### src/pkg/io_cell_pkg.sv
// How it works
// - The fast capture latch is opened and closed by the output clock, not the input clock.
// - Input latch and input register take separate clocks; the register resamples the latch.
// - In latch-then-flop mode the early latch is open while its clock is low, then a rising flop.
// - In latch-then-latch mode the early latch is open low, then a latch open while its clock is high.
// - Each capture clock can be inverted inside the cell by a configuration bit.
// - With the fast capture latch in use the input delay defaults to the medium tap.
// - Output data may be inverted and either drive the pad directly or pass an output flop.
// - A high three-state control turns the output buffer off.
// - Output value polarity and three-state polarity are configured separately per cell.
// - Set/reset loads the output flop with its configured initial value; reset always clears it.
// - The output flop loads on a rising edge only with the clock enable high, else holds.
// - Outside open-drain use a three-state control that is high after tristate_invert floats the pad whatever the clock and data are.
// - Open-drain use drives the three-state control from the data with buffer data held low.
// - One clock enable serves input and output elements, steered per element, never inverted.
package io_cell_pkg;

  // ----------------------------------------
  // Input capture modes
  // ----------------------------------------
  typedef enum logic [1:0] {
    CAP_DIRECT = 2'b00,
    CAP_FLOP = 2'b01,
    CAP_LATCH_FLOP = 2'b10,
    CAP_LATCH_LATCH = 2'b11
  } cap_mode_t;

  // ----------------------------------------
  // Input delay taps
  // ----------------------------------------
  typedef enum logic [1:0] {
    DLY_FULL = 2'b00,
    DLY_MEDIUM = 2'b01,
    DLY_NONE = 2'b10,
    DLY_AUTO = 2'b11
  } dly_sel_t;

  // Delay line length in clk stages per tap
  localparam int unsigned DLY_FULL_STAGES = 2;
  localparam int unsigned DLY_MED_STAGES = 1;
  localparam logic INIT_CLEARED = 1'b0;
  localparam logic INV_OFF = 1'b0;
  // Reset levels of the sampled clocks, the drain data and the driver enable
  localparam logic PREV_CLK_RST = 1'h0;
  localparam logic OD_DATA_LOW = 1'h0;
  localparam logic OE_N_FLOAT = 1'h1;

endpackage

### src/verilog/io_cell_capture_and_output.sv
`timescale 1ns/1ps
// Sampled model of one I/O cell: the pin clocks arrive as ordinary
// synchronous inputs and edges are found by comparing with last value.
module io_cell_capture_and_output
  import io_cell_pkg::*;
(
  input wire logic clk,
  input wire logic rst,
  input wire logic clk_en,
  input wire logic global_set_reset,
  input wire logic in_clock,
  input wire logic out_clock,
  input wire logic cell_clock_enable,
  input wire logic ce_to_input,
  input wire logic ce_to_output,
  input wire logic in_clock_invert,
  input wire logic out_clock_invert,
  input wire io_cell_pkg::cap_mode_t capture_mode,
  input wire io_cell_pkg::dly_sel_t delay_select,
  input wire logic in_init_set,
  input wire logic out_init_set,
  input wire logic out_data,
  input wire logic out_invert,
  input wire logic out_registered,
  input wire logic tristate_ctl,
  input wire logic tristate_invert,
  input wire logic open_drain,
  input wire logic pad_in,
  output logic pad_out,
  output logic pad_oe_n,
  output logic in_direct,
  output logic in_captured,
  output logic early_latch_q
);

  // ----------------------------------------
  // State
  // ----------------------------------------
  // Pad sampling: delay taps, direct copy and last clock levels
  logic [DLY_FULL_STAGES-1:0] dly_q;
  logic [DLY_FULL_STAGES-1:0] dly_d;
  logic iclk_prev_q;
  logic iclk_prev_d;
  logic oclk_prev_q;
  logic oclk_prev_d;
  logic direct_q;
  logic direct_d;
  // Capture: early latch and the regular input element
  logic fcl_q;
  logic fcl_d;
  logic inreg_q;
  logic inreg_d;
  // Output: output flop, pad data and driver enable
  logic outreg_q;
  logic outreg_d;
  logic pad_out_q;
  logic pad_out_d;
  logic oe_n_q;
  logic oe_n_d;
  // Decoded controls shared by the groups
  logic iclk;
  logic oclk;
  logic iclk_rise;
  logic oclk_rise;
  logic delayed;
  logic use_fcl;
  logic in_ce;
  logic out_ce;
  logic drv_val;
  logic pad_src;
  logic ts_eff;
  dly_sel_t dly_eff;

  // ----------------------------------------
  // Helpers
  // ----------------------------------------
  // Shared enable steered per element, never inverted
  function automatic logic steer_ce(input logic ce, input logic use_it);
    return use_it ? ce : 1'h1;
  endfunction

  // Rising edge of a clock level seen on two samples of clk
  function automatic logic clk_rose(input logic now_lvl, input logic prev_lvl);
    return now_lvl && !prev_lvl;
  endfunction

  // Modes that put the early latch in front of the input element
  function automatic logic latch_in_path(input cap_mode_t mode);
    return (mode == CAP_LATCH_FLOP) || (mode == CAP_LATCH_LATCH);
  endfunction

  // ----------------------------------------
  // Control decode
  // ----------------------------------------
  // Clock polarity, enables and delay tap; no state is held here
  always_comb begin
    iclk = in_clock ^ in_clock_invert;
    oclk = out_clock ^ out_clock_invert;
    iclk_rise = clk_rose(iclk, iclk_prev_q);
    oclk_rise = clk_rose(oclk, oclk_prev_q);
    in_ce = steer_ce(cell_clock_enable, ce_to_input);
    out_ce = steer_ce(cell_clock_enable, ce_to_output);
    use_fcl = latch_in_path(capture_mode);
    // Auto picks medium behind the early latch for zero hold
    if (delay_select == DLY_AUTO) begin
      dly_eff = use_fcl ? DLY_MEDIUM : DLY_FULL;
    end else begin
      dly_eff = delay_select;
    end
    case (dly_eff)
      DLY_NONE: delayed = pad_in;
      DLY_MEDIUM: delayed = dly_q[DLY_MED_STAGES-1];
      DLY_FULL: delayed = dly_q[DLY_FULL_STAGES-1];
      default: delayed = dly_q[DLY_FULL_STAGES-1];
    endcase
  end

  // ----------------------------------------
  // Pad sampling
  // ----------------------------------------
  // Taps are whole clk stages, so hold margin is modelled, not timed
  always_comb begin
    dly_d = {dly_q[DLY_FULL_STAGES-1-DLY_MED_STAGES:0], pad_in};
    direct_d = pad_in;
    iclk_prev_d = iclk;
    oclk_prev_d = oclk;
  end

  // Sampling registers; clock history clears, so a clock already high after reset counts as a rise
  always_ff @(posedge clk) begin
    if (rst) begin
      dly_q <= '0;
      direct_q <= 1'h0;
      iclk_prev_q <= PREV_CLK_RST;
      oclk_prev_q <= PREV_CLK_RST;
    end else if (clk_en) begin
      dly_q <= dly_d;
      direct_q <= direct_d;
      iclk_prev_q <= iclk_prev_d;
      oclk_prev_q <= oclk_prev_d;
    end
  end

  // ----------------------------------------
  // Input capture
  // ----------------------------------------
  // Early latch on the output clock, input element on the input clock
  always_comb begin
    // Early latch open while output clock low
    fcl_d = (!oclk) ? delayed : fcl_q;
    case (capture_mode)
      CAP_FLOP: inreg_d = (iclk_rise && in_ce) ? delayed : inreg_q;
      CAP_LATCH_FLOP: inreg_d = (iclk_rise && in_ce) ? fcl_q : inreg_q;
      CAP_LATCH_LATCH: inreg_d = (iclk && in_ce) ? fcl_q : inreg_q;
      CAP_DIRECT: inreg_d = delayed;
      default: inreg_d = inreg_q;
    endcase
    // Set/reset beats any capture in this cycle
    if (global_set_reset) begin
      fcl_d = in_init_set;
      inreg_d = in_init_set;
    end
  end

  // Capture registers; reset clears, set/reset loads the init bits
  always_ff @(posedge clk) begin
    if (rst) begin
      fcl_q <= INIT_CLEARED;
      inreg_q <= INIT_CLEARED;
    end else if (clk_en) begin
      fcl_q <= fcl_d;
      inreg_q <= inreg_d;
    end
  end

  // ----------------------------------------
  // Output path
  // ----------------------------------------
  // Polarity, output flop and driver enable
  always_comb begin
    drv_val = out_data ^ out_invert;
    // Rising output clock with enable high loads, else hold
    outreg_d = (oclk_rise && out_ce) ? drv_val : outreg_q;
    if (global_set_reset) begin
      outreg_d = out_init_set;
    end
    pad_src = out_registered ? outreg_q : drv_val;
    ts_eff = tristate_ctl ^ tristate_invert;
    if (open_drain) begin
      // Data steers the enable; buffer input held low
      pad_out_d = OD_DATA_LOW;
      ts_eff = pad_src;
    end else begin
      pad_out_d = pad_src;
    end
    oe_n_d = ts_eff;
  end

  // Output registers; the driver stays off until configured
  always_ff @(posedge clk) begin
    if (rst) begin
      outreg_q <= INIT_CLEARED;
      pad_out_q <= OD_DATA_LOW;
      oe_n_q <= OE_N_FLOAT;
    end else if (clk_en) begin
      outreg_q <= outreg_d;
      pad_out_q <= pad_out_d;
      oe_n_q <= oe_n_d;
    end
  end

  // Every output comes straight from a register
  assign pad_out = pad_out_q;
  assign pad_oe_n = oe_n_q;
  assign in_direct = direct_q;
  assign in_captured = inreg_q;
  assign early_latch_q = fcl_q;
endmodule // io_cell_capture_and_output
### config.mk
export PLATFORM = sky130hd
export DESIGN_NAME = io_cell_capture_and_output
export DESIGN_NICKNAME = d
export VERILOG_FILES = /design/src/pkg/io_cell_pkg.sv /design/src/verilog/io_cell_capture_and_output.sv
export SDC_FILE = /design/constraint.sdc
export NUM_CORES = 1
export LEC_CHECK = 0
export BUFFER_PORTS_ARGS = -buffer_cell sky130_fd_sc_hd__buf_2
export CAP_MARGIN = 20
export CORE_ASPECT_RATIO = 0.8
export CORE_MARGIN = 1
export CORE_UTILIZATION = 31
export CTS_BUF_LIST = sky130_fd_sc_hd__clkbuf_16
export DETAILED_ROUTE_END_ITERATION = 6
export GPL_TIMING_DRIVEN = 1
export PLACE_DENSITY = 0.58
export SLEW_MARGIN = 20
export SYNTH_ARGS = -nofsm -noshare
export SYNTH_HDL_FRONTEND = slang
export SYNTH_SLANG_ARGS = --single-unit
### constraint.sdc
create_clock -name clk -period 1 [get_ports clk]
set_input_delay 0.05 -clock clk [delete_from_list [all_inputs] [get_ports clk]]
set_output_delay 0.05 -clock clk [all_outputs]
set_load 0.1 [all_outputs]
# Word level (Yosys, flattened, before mapping)
# Cells that the tools add are included.
[word_totals]
output_inout_bits = 5
inputBits = 24
regBits = 10
word_cells = 53
[op_classes]
n_eq_ne = 10
mux = 17
n_bitwise = 4
n_reduce_logical = 13
[ops]
columns = ["operator", "count"]
rows = [
  ["$mux 1", 14],
  ["$eq 2x2->1 const B", 4],
  ["$ne 3x2->1 const B", 2],
  ["$logic_and 1x1->1", 5],
  ["$eq 2x1->1 const B", 2],
  ["$pmux 1 s4", 1],
  ["$reduce_and 2->1", 2],
  ["$reduce_and 4->1", 1],
  ["$xor 1x1->1", 4],
  ["$ne 3x3->1 const B", 1],
  ["$logic_not 1->1", 2],
  ["$logic_not 2->1", 1],
  ["$mux 2", 1],
  ["$ne 2x2->1 const B", 1],
  ["$pmux 1 s2", 1],
  ["$reduce_bool 2->1", 1],
  ["$logic_or 1x1->1", 1],
]

# Depth between registers and ports, before layout
# Gate-level depths: netlist of the first run.
[depth]
word_depth = 9
mapped_depth = 4
mapped_depth_nobuf = 4

# Worst setup path before layout of the first run
# No wires, ideal clock.
[synth_path]
path_type = "register -> register"
startpoint = "register fcl_q (netlist: early_latch_q)"
endpoint = "register inreg_q (netlist: in_captured)"
path_slack_ns = -0.715
required_ns = 0.921
synth_period_minus_slack_ns = 1.715
setup_time_ns = 0.079
stages_incl_launch_ff = 5
t_arrival_ns = 1.636
path_buffers = 0
cell_sequence = "dfxtp_1 or2b_1 nand3_1 a22o_2 a211oi_2"
[synth_via]
elab_chain_cells = 3
word_cells_on_any_way = 4
classes_between = "4 x mux"
[synth_lines]
columns = ["element", "line", "rtl"]
rows = [
  ["from (decl)", "io_cell_capture_and_output.sv:49", "logic fcl_q;"],
  ["from (signal assigned)", "io_cell_capture_and_output.sv:171", "fcl_q <= fcl_d;"],
  ["$mux 1, on equally long branches", "io_cell_capture_and_output.sv:154, io_cell_capture_and_output.sv:153", ""],
  ["$pmux 1 s4 (*)", "io_cell_capture_and_output.sv:151", "case (capture_mode)"],
  ["$mux 1 (*)", "io_cell_capture_and_output.sv:159", "if (global_set_reset) begin"],
  ["to (signal assigned)", "io_cell_capture_and_output.sv:172", "inreg_q <= inreg_d;"],
  ["to (decl)", "io_cell_capture_and_output.sv:51", "logic inreg_q;"],
]
# Every way passes the cells marked *; elsewhere a longest branch is shown, timed or not. The select of a mux whose other input is x is not followed.
# A chain may end at the register's enable or synchronous reset.

# Final worst setup path of the first run
# Ends and elaborated chain as after synthesis.

==> results.yml, run 1 <==
final_layout:
  drive_gt1_share_pct: 50.94
  synthToLayoutAreaGrowth_pct: 72.79
  nets: 131
  final_common_cell: "buf_2"
  fin_util_pct: 58.90
  most-common-layout-cells: "23 x buf_2, 9 x buf_4, 7 x nor2_1"
  diodes: 0
outcome:
  status: "complete, no violations"
routing:
  firstDrtPassIters: 4
  vias_per_cell: 4.547
  via_count: 582
  wl_mm: 1.309
  postRouteAntennaNets: 0
  first_iter_violations: 7
  route.detailed.drc: 0
  wl_per_cell_um: 10.23
sta:
  fin_skew_ps: 3.945
  whs_ps: 107.6
  slew_viol_final: 0
  setup_viol: 0
  slew_headroom_pct: 82.16
  clock.fmax_mhz: 1007
  rsz0062_at_grt: "true"
  finalCritPeriodShare_pct: 99.32
  hold_viol_final: 0
  tightest_slew_ps: 265.8
  period_needed_ps: 993.2
yosys:
  ys_warn_count: 0
  synth_edf_count: 0
  synth_fp_nets: 91
  syn-cell-area_um2: 565.5
  synth_top_flop_cell: "dfxtp_1"
  ys_ff_latch: 9
  avgSynthCellArea_um2: 8.441
  async_flop_share_pct: 0
  ys_types: 30
  synthCells: 67
  ys_seq_area_share_pct: 31.86
clock_network:
  post_cts_buffers: 0
  cts_tree: "built"
  clk_latency_ps: 240
  clk_pin_slew_ps: 40
  cts_root_buffer: "clkbuf_16"
  cts-htree-levels: 1
  cts_buffers: 3
  cts_max_path_buffers: 2
  cts.sinks: 9
floorplan:
  rows: 13
  die_h_um: 40.20
  initial_core_util_pct: 34.09
  core_um2: 1659
  die-area_um2: 2000
  num_io_pins: 29
  fp.dieW_um: 49.76
grt:
  grt-ovfl-total: 0
  grt_max_degree: 11
  first_global_vias: 497
  grt.total_usage_pct: 15.27
  antenna_found_initial: 0
  grt_first_pass_wirelength_mm: 2.139
power:
  p_leak_nw: 0.4573
  p_int_w: 0.001110
  peakVddDrop_mv: 1.359
  power.total_w: 0.001545
  netSwitchingFraction_pct: 28.19
  power_frac_comb_pct: 27.5
  clkPwrFrac_pct: 46.2
  seqPwrFrac_pct: 26.3
  p_per_area_nw_per_um2: 1581
  power.switching_w: 0.0004356
worst_setup_path:
  cp.arrival_ps: 1150
  worst-setup-path-type: "flop to flop"
  cp_cell_sequence: "or2b_1 > nand3_1 > a22o_2 > a211oi_2"
  slowest_stage: "dfxtp_4"
  cp_max_fo: 2
  worst_setup_path_end_kind: "flop"
  slowest_delay_ps: 330
  cp-start-kind: "flop"
  crit_required_ps: 1150
min_path:
  hold_path.class: "input port to flop"
place:
  gp_congestion: 0.7560
  hpwl_mm: 1.039
  port_buffers: 28
flow_run:
  max-cap-violations: 0
## synthesized netlist by cell type (2+ instances only)
library cell,count,share of area [%]
dfxtp_1,9,32
o31ai_1,2,2.7
a21oi_1,5,4.4
mux2_2,2,4.0
xor2_1,3,4.6
nor2_1,7,4.6
xnor2_1,2,3.1
inv_1,5,3.3
nor2b_1,2,2.2
mux2i_1,5,8.8
nand2_1,5,3.3
o21ai_0,2,1.8
## registers in the layout (all words and copies together), names as in the netlist
name           cells
iclk_prev_q        1
oclk_prev_q        1
pad_oe_n           1
dly_q              2
pad_out            1
in_captured        1
early_latch_q      1
outreg_q           1
## final cells by class
type	count	area (um2)
flip-flops and latches	9	191.4
clock inverters	1	5.005
clock buffers	3	75.07
well taps	22	27.53
inverters	5	18.77
fillers	157	681.9
multi-input cells	51	376.6
repair buffers	37	282.8
## timing repair
item | CTS | global route
setup endpoints to repair | 2 | 3
hold buffers | 0 | 0
gates cloned | 0 | 0
pin swaps | 3 | 6
resized for setup | 1 | 1
## cells by family after synthesis
logic type | count (synthesis) | share of synthesized area [%]
AND/OR/NAND/NOR | 20 | 18.14
multiplexers | 7 | 12.83
flip-flops | 9 | 31.86
AO/OA/AOI/OAI | 19 | 24.56
buffers and inverters | 7 | 4.866
XOR/XNOR | 5 | 7.745
## stage by stage
step           setup TNS, ps  instances  cell area [um2]  setup slack (ps)
6_report                   0        128            977.2             6.788
5_1_grt               -67.38        128            977.2            -67.38
4_1_cts               -30.55        128            972.2            -20.00
3_5_place_dp          -130.5        124            885.9            -85.44
3_3_place_gp          -108.1        124            885.9            -80.09
2_1_floorplan         -312.6         67            584.3            -230.3
## power by group through the flow
stage               Sequential, W  Combinational (W)  Clock, W
global route             0.000409           0.000455  0.000750
CTS                      0.000406           0.000425  0.000730
floorplan                0.000518           0.000131         0
finish                   0.000406           0.000425  0.000714
global placement         0.000412           0.000417         0
detailed placement       0.000412           0.000420         0
## final timing paths
path / end / slack, ps / startpoint / cells past startpoint
hold reg to reg: pad_out$_SDFFE_PP0P_ / 480 / pad_out$_SDFFE_PP0P_ / 2
hold / removal: pad_out$_SDFFE_PP0P_ / 110 / open_drain / 3
setup reg to reg: in_captured$_SDFFE_PP0P_ / 7 / early_latch_q$_SDFFE_PP0P_ / 4
setup / recovery: in_captured$_SDFFE_PP0P_ / 7 / early_latch_q$_SDFFE_PP0P_ / 4
## layer usage
layer / track usage (%) / vias up / part of all wire, %
met5: 0 / - / 0
met4: 8.571 / 0 / 2.2
met3: 7.197 / 4 / 7.3
met2: 21.96 / 17 / 40
met1: 18.93 / 245 / 50
li1: - / 316 / -
## worst max-delay path, delay by kind of cell (launching register included)
| family | cells | cell delay [ps] |
|---|---|---|
| AOI/OAI and AO/OA | 2 | 430 |
| and+or+nand+nor | 2 | 160 |
| DFF | 1 | 330 |
No activity file was read; power rests on OpenSTA's default activity.
==> inputs of run 2 (changes only) <==
--- a/config.mk
+++ b/config.mk
@@ -5,15 +5,15 @@
 export SDC_FILE = /design/constraint.sdc
 export NUM_CORES = 1
 export LEC_CHECK = 0
-export BUFFER_PORTS_ARGS = -buffer_cell sky130_fd_sc_hd__buf_2
 export CAP_MARGIN = 20
 export CORE_ASPECT_RATIO = 0.8
 export CORE_MARGIN = 1
 export CORE_UTILIZATION = 31
 export CTS_BUF_LIST = sky130_fd_sc_hd__clkbuf_16
 export DETAILED_ROUTE_END_ITERATION = 6
+export DONT_BUFFER_PORTS = 1
 export GPL_TIMING_DRIVEN = 1
-export PLACE_DENSITY = 0.58
+export PLACE_DENSITY_LB_ADDON = 0.08
 export SLEW_MARGIN = 20
 export SYNTH_ARGS = -nofsm -noshare
 export SYNTH_HDL_FRONTEND = slang
==> run 2 against run 1 <==
The run now ends with hold timing left. Combinational power is 31% lower. Count of clock-buffer cells in the layout did not move. Die area did not move. Sequential power is essentially flat.
==> results.yml, run 2 (synthesized netlist as in run 1, its figures left out) <==
grt:
  grt_max_degree: 15
  antenna_found_initial: 0
  grt-ovfl-total: 0
  grt.total_usage_pct: 14.56
  grt_first_pass_wirelength_mm: 1.952
  first_global_vias: 443
clock_network:
  clk_latency_ps: 230
  post_cts_buffers: 0
  cts_tree: "built"
  cts_buffers: 3
  cts.sinks: 9
  clk_pin_slew_ps: 40
  cts-htree-levels: 1
  cts_max_path_buffers: 2
  cts_root_buffer: "clkbuf_16"
power:
  peakVddDrop_mv: 1.049
  p_leak_nw: 0.3211
  p_per_area_nw_per_um2: 1814
outcome:
  status: "complete, but fails checks"
  violations: "hold timing"
sta:
  fin_skew_ps: 0.2763
  hold_viol_final: 8
  setup_viol: 0
  period_needed_ps: 998.3
  finalCritPeriodShare_pct: 99.83
  clock.fmax_mhz: 1002
  slew_viol_final: 0
  slew_headroom_pct: 79.62
  setup_ws_ps: 1.706
  whs_ps: -124.8
  tightest_slew_ps: 303.5
  rsz0062_at_grt: "true"
worst_setup_path:
  worst_setup_path_end_kind: "flop"
  crit_required_ps: 1150
  worst-setup-path-type: "flop to flop"
  cp.arrival_ps: 1150
  cp_cell_sequence: "or2b_1 > nand3_1 > a22o_2 > a211oi_2"
  slowest_stage: "dfxtp_4"
  crit_family: "compound AO/OA/AOI/OAI gates"
  cp-start-kind: "flop"
  slowest_delay_ps: 340
  cp_max_fo: 3
  path_buf_inv: 0
routing:
  wl_mm: 1.278
  postRouteAntennaNets: 0
  first_iter_violations: 5
  via_count: 505
  wl_per_cell_um: 12.91
  route.detailed.drc: 0
  firstDrtPassIters: 2
  vias_per_cell: 5.101
place:
  post-place-ws_ps: -70.29
  port_buffers: 0
  gp_congestion: 0.6312
  hpwl_um: 921.5
  placed_area_um2: 648.1
final_layout:
  largest_reg_flops: 2
  most-common-layout-cells: "7 x nor2_1, 6 x inv_1, 6 x buf_4, 5 x mux2i_1, 5 x nand2_1"
  final_common_cell: "nor2_1"
  nets: 102
  drive_gt1_share_pct: 29.87
  max_flop_register: "dly_q"
  synthToLayoutAreaGrowth_pct: 35.40
  diodes: 0
  final_area_um2: 765.7
floorplan:
  rows: 13
  core_um2: 1659
  die-area_um2: 2000
  fp.dieW_um: 49.76
  num_io_pins: 29
  die_h_um: 40.20
  initial_core_util_pct: 34.09
flow_run:
  max-cap-violations: 0
min_path:
  hold_path.class: "input port to flop"
[run 2: per-stage QoR]
| stage | cells | util [%] | setup TNS, ps | hold slack, ps | total power (W) |
|---|---|---|---|---|---|
| after floorplan | 67 | - | -312.6 | 196.0 | 0.0006493 |
| after global placement | 93 | 39.06 | -42.21 | 109.9 | 0.0006850 |
| after detailed placement | 93 | 39.06 | -70.29 | 110.5 | 0.0006859 |
| after CTS | 97 | 44.19 | -23.13 | -127.0 | 0.001393 |
| after global routing | 99 | 46.15 | -73.93 | -134.0 | 0.001464 |
| final | 99 | 46.15 | 0 | -124.8 | 0.001389 |
[run 2: what timing repair did]
item                                    in CTS  in global routing
pin swaps                                    3                  4
resized for setup                            1                  3
endpoints found under the setup margin       2                  3
endpoints found under the hold margin        9                  9
[run 2: worst reg2reg max path, cell delays in order (launching register included)]
cell,delay [ps]
dfxtp_4,340
or2b_1,90
nand3_1,70
a22o_2,270
a211oi_2,160
[run 2: final timing paths]
| check | slack [ps] | startpoint | to | depth (start not counted) |
|---|---|---|---|---|
| max | 2 | early_latch_q$_SDFFE_PP0P_ | in_captured$_SDFFE_PP0P_ | 4 |
| max reg2reg | 2 | early_latch_q$_SDFFE_PP0P_ | in_captured$_SDFFE_PP0P_ | 4 |
| min | -120 | rst | pad_out$_SDFFE_PP0P_ | 1 |
| min reg2reg | 450 | pad_out$_SDFFE_PP0P_ | pad_out$_SDFFE_PP0P_ | 2 |
[run 2: final cells by class]
type                       instances  area (um2)
clock buffer                       3       75.07
clock inverter                     1       3.754
fill                             167       893.4
inverter                           5       18.77
multi-input combinational         51       382.9
sequential                         9       192.7
tap                               22       27.53
timing repair buffer               8       65.06
[run 2: metal layers]
metal | vias up | wire (um) | GRT usage (%)
li1 | 262 | - | -
met1 | 223 | 602 | 17.04
met2 | 20 | 568 | 22.30
met3 | 0 | 107 | 7.955
met4 | 0 | 0 | 6.429
met5 | - | 0 | 0
[run 2: power by group]
group          switching, W  total (W)  internal (W)
Combinational      0.000183   0.000295      0.000112
Clock              0.000168   0.000690      0.000522
Sequential        0.0000151   0.000404      0.000389
Total              0.000367    0.00139       0.00102
==> inputs of run 3 (changes only) <==
--- a/config.mk
+++ b/config.mk
@@ -5,6 +5,7 @@
 export SDC_FILE = /design/constraint.sdc
 export NUM_CORES = 1
 export LEC_CHECK = 0
+export ABC_AREA = 1
 export CAP_MARGIN = 20
 export CORE_ASPECT_RATIO = 0.8
 export CORE_MARGIN = 1
==> run 3 against run 2 <==
The flow now finishes without violations. Non-clock buffer count up 2. Utilization down 0.67 points. Synthesized area up 0.22%. Die area up 0.21%. Global-route usage down 0.82 points. Clock skew about the same. Final cell count up 23%. Via count up 11%. Hold slack better by 130 ps. Cell area down 0.49%. Wire length up 0.16%. Critical path type is now flop to output port. Largest cell class unchanged.
==> results.yml, run 3 <==
outcome:
  status: "complete, no violations"
final_layout:
  drive_gt1_share_pct: 24.00
  synthToLayoutAreaGrowth_pct: 34.44
  largest_reg_flops: 2
  diodes: 0
  nets: 125
  final_common_cell: "nand2_1"
  most-common-layout-cells: "24 x nand2_1, 10 x a21oi_1, 9 x inv_1, 8 x nor2_1"
  multi_input_area_um2: 331.6
  nFillCells: 183
  max_flop_register: "dly_q"
  seq_area_um2: 191.4
worst_setup_path:
  cp-start-kind: "flop"
  worst_setup_path_end_kind: "output port"
  cp_max_fo: 4
  crit_required_ps: 950
  worst-setup-path-type: "flop to output port"
  cp.arrival_ps: 870
  slowest_stage: "dfxtp_4"
  cp_cell_sequence: "buf_4"
  slowest_delay_ps: 350
  crit_family: "flip-flops"
  path_buf_inv: 1
routing:
  firstDrtPassIters: 4
  vias_per_cell: 4.607
  route.detailed.drc: 0
  via_count: 562
  postRouteAntennaNets: 0
  wl_mm: 1.280
  wl_per_cell_um: 10.49
  first_iter_violations: 6
place:
  post-place-ws_ps: 169.5
  port_buffers: 0
  gp_congestion: 0.7361
  hpwl_um: 939.8
clock_network:
  cts_root_buffer: "clkbuf_16"
  clk_pin_slew_ps: 40
  clk_latency_ps: 230
  cts_max_path_buffers: 2
  cts_resized: 0
  cts.sinks: 9
  cts_buffers: 3
  cts-htree-levels: 1
  cts_tree: "built"
floorplan:
  die_h_um: 40.25
  core_um2: 1675
  initial_core_util_pct: 33.83
  die-area_um2: 2004
  fp.dieW_um: 49.81
  num_io_pins: 29
  rows: 13
yosys:
  yosysTopAreaCell: "dfxtp_1"
  avgSynthCellArea_um2: 6.515
  async_flop_share_pct: 0
  synth_top_flop_cell: "dfxtp_1"
  synthTopCellsByCount: "24 x nand2_1, 10 x a21oi_1, 9 x dfxtp_1, 9 x inv_1, 8 x nor2_1"
  ys_types: 22
  ys_seq_area_share_pct: 31.79
  ys_warn_count: 0
  yosys-top-cells-area: "dfxtp_1 32%, nand2_1 16%, a21oi_1 8.8%"
  synthCells: 87
  synth_most_common_cell: "nand2_1"
  syn-cell-area_um2: 566.8
  ys_ff_latch: 9
  synth_edf_count: 0
  synth_fp_nets: 111
  yosys.area.top_type_share_pct: 31.79
grt:
  antenna_found_initial: 0
  grt_first_pass_wirelength_mm: 1.925
  grt_max_degree: 9
  grt.total_usage_pct: 13.74
  grt-ovfl-total: 0
  first_global_vias: 449
power:
  power.switching_w: 0.0004008
  power_frac_comb_pct: 21.5
  clkPwrFrac_pct: 50.0
  seqPwrFrac_pct: 28.5
  peakVddDrop_mv: 1.547
  p_int_w: 0.001016
  netSwitchingFraction_pct: 28.30
  power.total_w: 0.001416
  p_per_area_nw_per_um2: 1859
  p_leak_nw: 0.3560
sta:
  rsz0062_at_grt: "false"
  clock.fmax_mhz: 1088
  fin_skew_ps: 0.3082
  period_needed_ps: 918.8
  hold_viol_final: 0
  slew_headroom_pct: 82.61
  finalCritPeriodShare_pct: 91.88
  setup_ws_ps: 81.18
  slew_viol_final: 0
  setup_viol: 0
  tightest_slew_ps: 259.0
min_path:
  hold_path.class: "input port to flop"
flow_run:
  max-cap-violations: 0
[run 3: changes by cell type after synthesis, moves of 2 or more]
cell | previous run | this run
nor2_2 | 0 | 2
o31ai_1 | 2 | 0
mux2_2 | 2 | 0
o21ai_1 | 0 | 4
nand3_1 | 1 | 5
nand2_1 | 5 | 24
xor2_1 | 3 | 0
nor2b_1 | 2 | 0
inv_1 | 5 | 9
a21oi_1 | 5 | 10
mux2i_1 | 5 | 0
[run 3: logic make-up after synthesis]
| logic type | count (synthesis) | share of synthesized area (%) |
|---|---|---|
| and+or+nand+nor | 46 | 38.41 |
| AOI/OAI and AO/OA | 18 | 17.00 |
| buffers and inverters | 12 | 9.713 |
| DFF | 9 | 31.79 |
| xor gates and xnor gates | 2 | 3.091 |
[run 3: area by class of cell]
class / instances / area share (%)
clock buffer: 3 / 9.852
inverter: 11 / 5.747
sequential: 9 / 25.12
multi-input combinational: 66 / 43.51
clock inverter: 1 / 0.6568
timing repair buffer: 10 / 11.49
tap: 22 / 3.612
[run 3: worst paths after layout]
check	start	end	slack, ps	depth (start not counted)
min reg2reg	dly_q[1]$_SDFFE_PP0P_	dly_q[1]$_SDFFE_PP0P_	460	2
max	dly_q[0]$_SDFFE_PP0P_	in_direct	80	1
max reg2reg	dly_q[1]$_SDFFE_PP0P_	early_latch_q$_SDFFE_PP0P_	150	6
min	clk_en	pad_out$_SDFFE_PP0P_	8	3
[run 3: per-stage QoR]
step	hold WS, ps	TNS, ps	area (um2)	instances	utilization (%)
detailed placement	116.3	0	631.9	113	37.71
global route	25.14	0	762.0	122	45.48
CTS	6.599	0	762.0	122	45.48
floorplan	111.7	-47.53	578.1	87	-
finish	8.387	0	762.0	122	45.48
global placement	114.7	0	631.9	113	37.71
[run 3: power groups by stage]
stage          clock network, W  registers [W]  logic [W]
5_1_grt                0.000734       0.000407   0.000334
2_1_floorplan                 0       0.000522   0.000137
3_5_place_dp                  0       0.000410   0.000286
4_1_cts                0.000719       0.000405   0.000306
3_3_place_gp                  0       0.000410   0.000287
6_report               0.000708       0.000404   0.000304
[run 3: layer usage]
layer | up-vias | track usage [%] | part of all wire [%]
met5 | - | 0 | 0
met4 | 0 | 4.286 | 1.3
met3 | 2 | 5.682 | 7.5
met2 | 19 | 20.27 | 41
met1 | 233 | 18.22 | 50
li1 | 308 | - | -
[run 3: what timing repair did]
action	in CTS	in global routing
hold buffers	5	0
setup endpoints to repair	0	0
endpoints found under the hold margin	6	0
buffers inserted	0	0
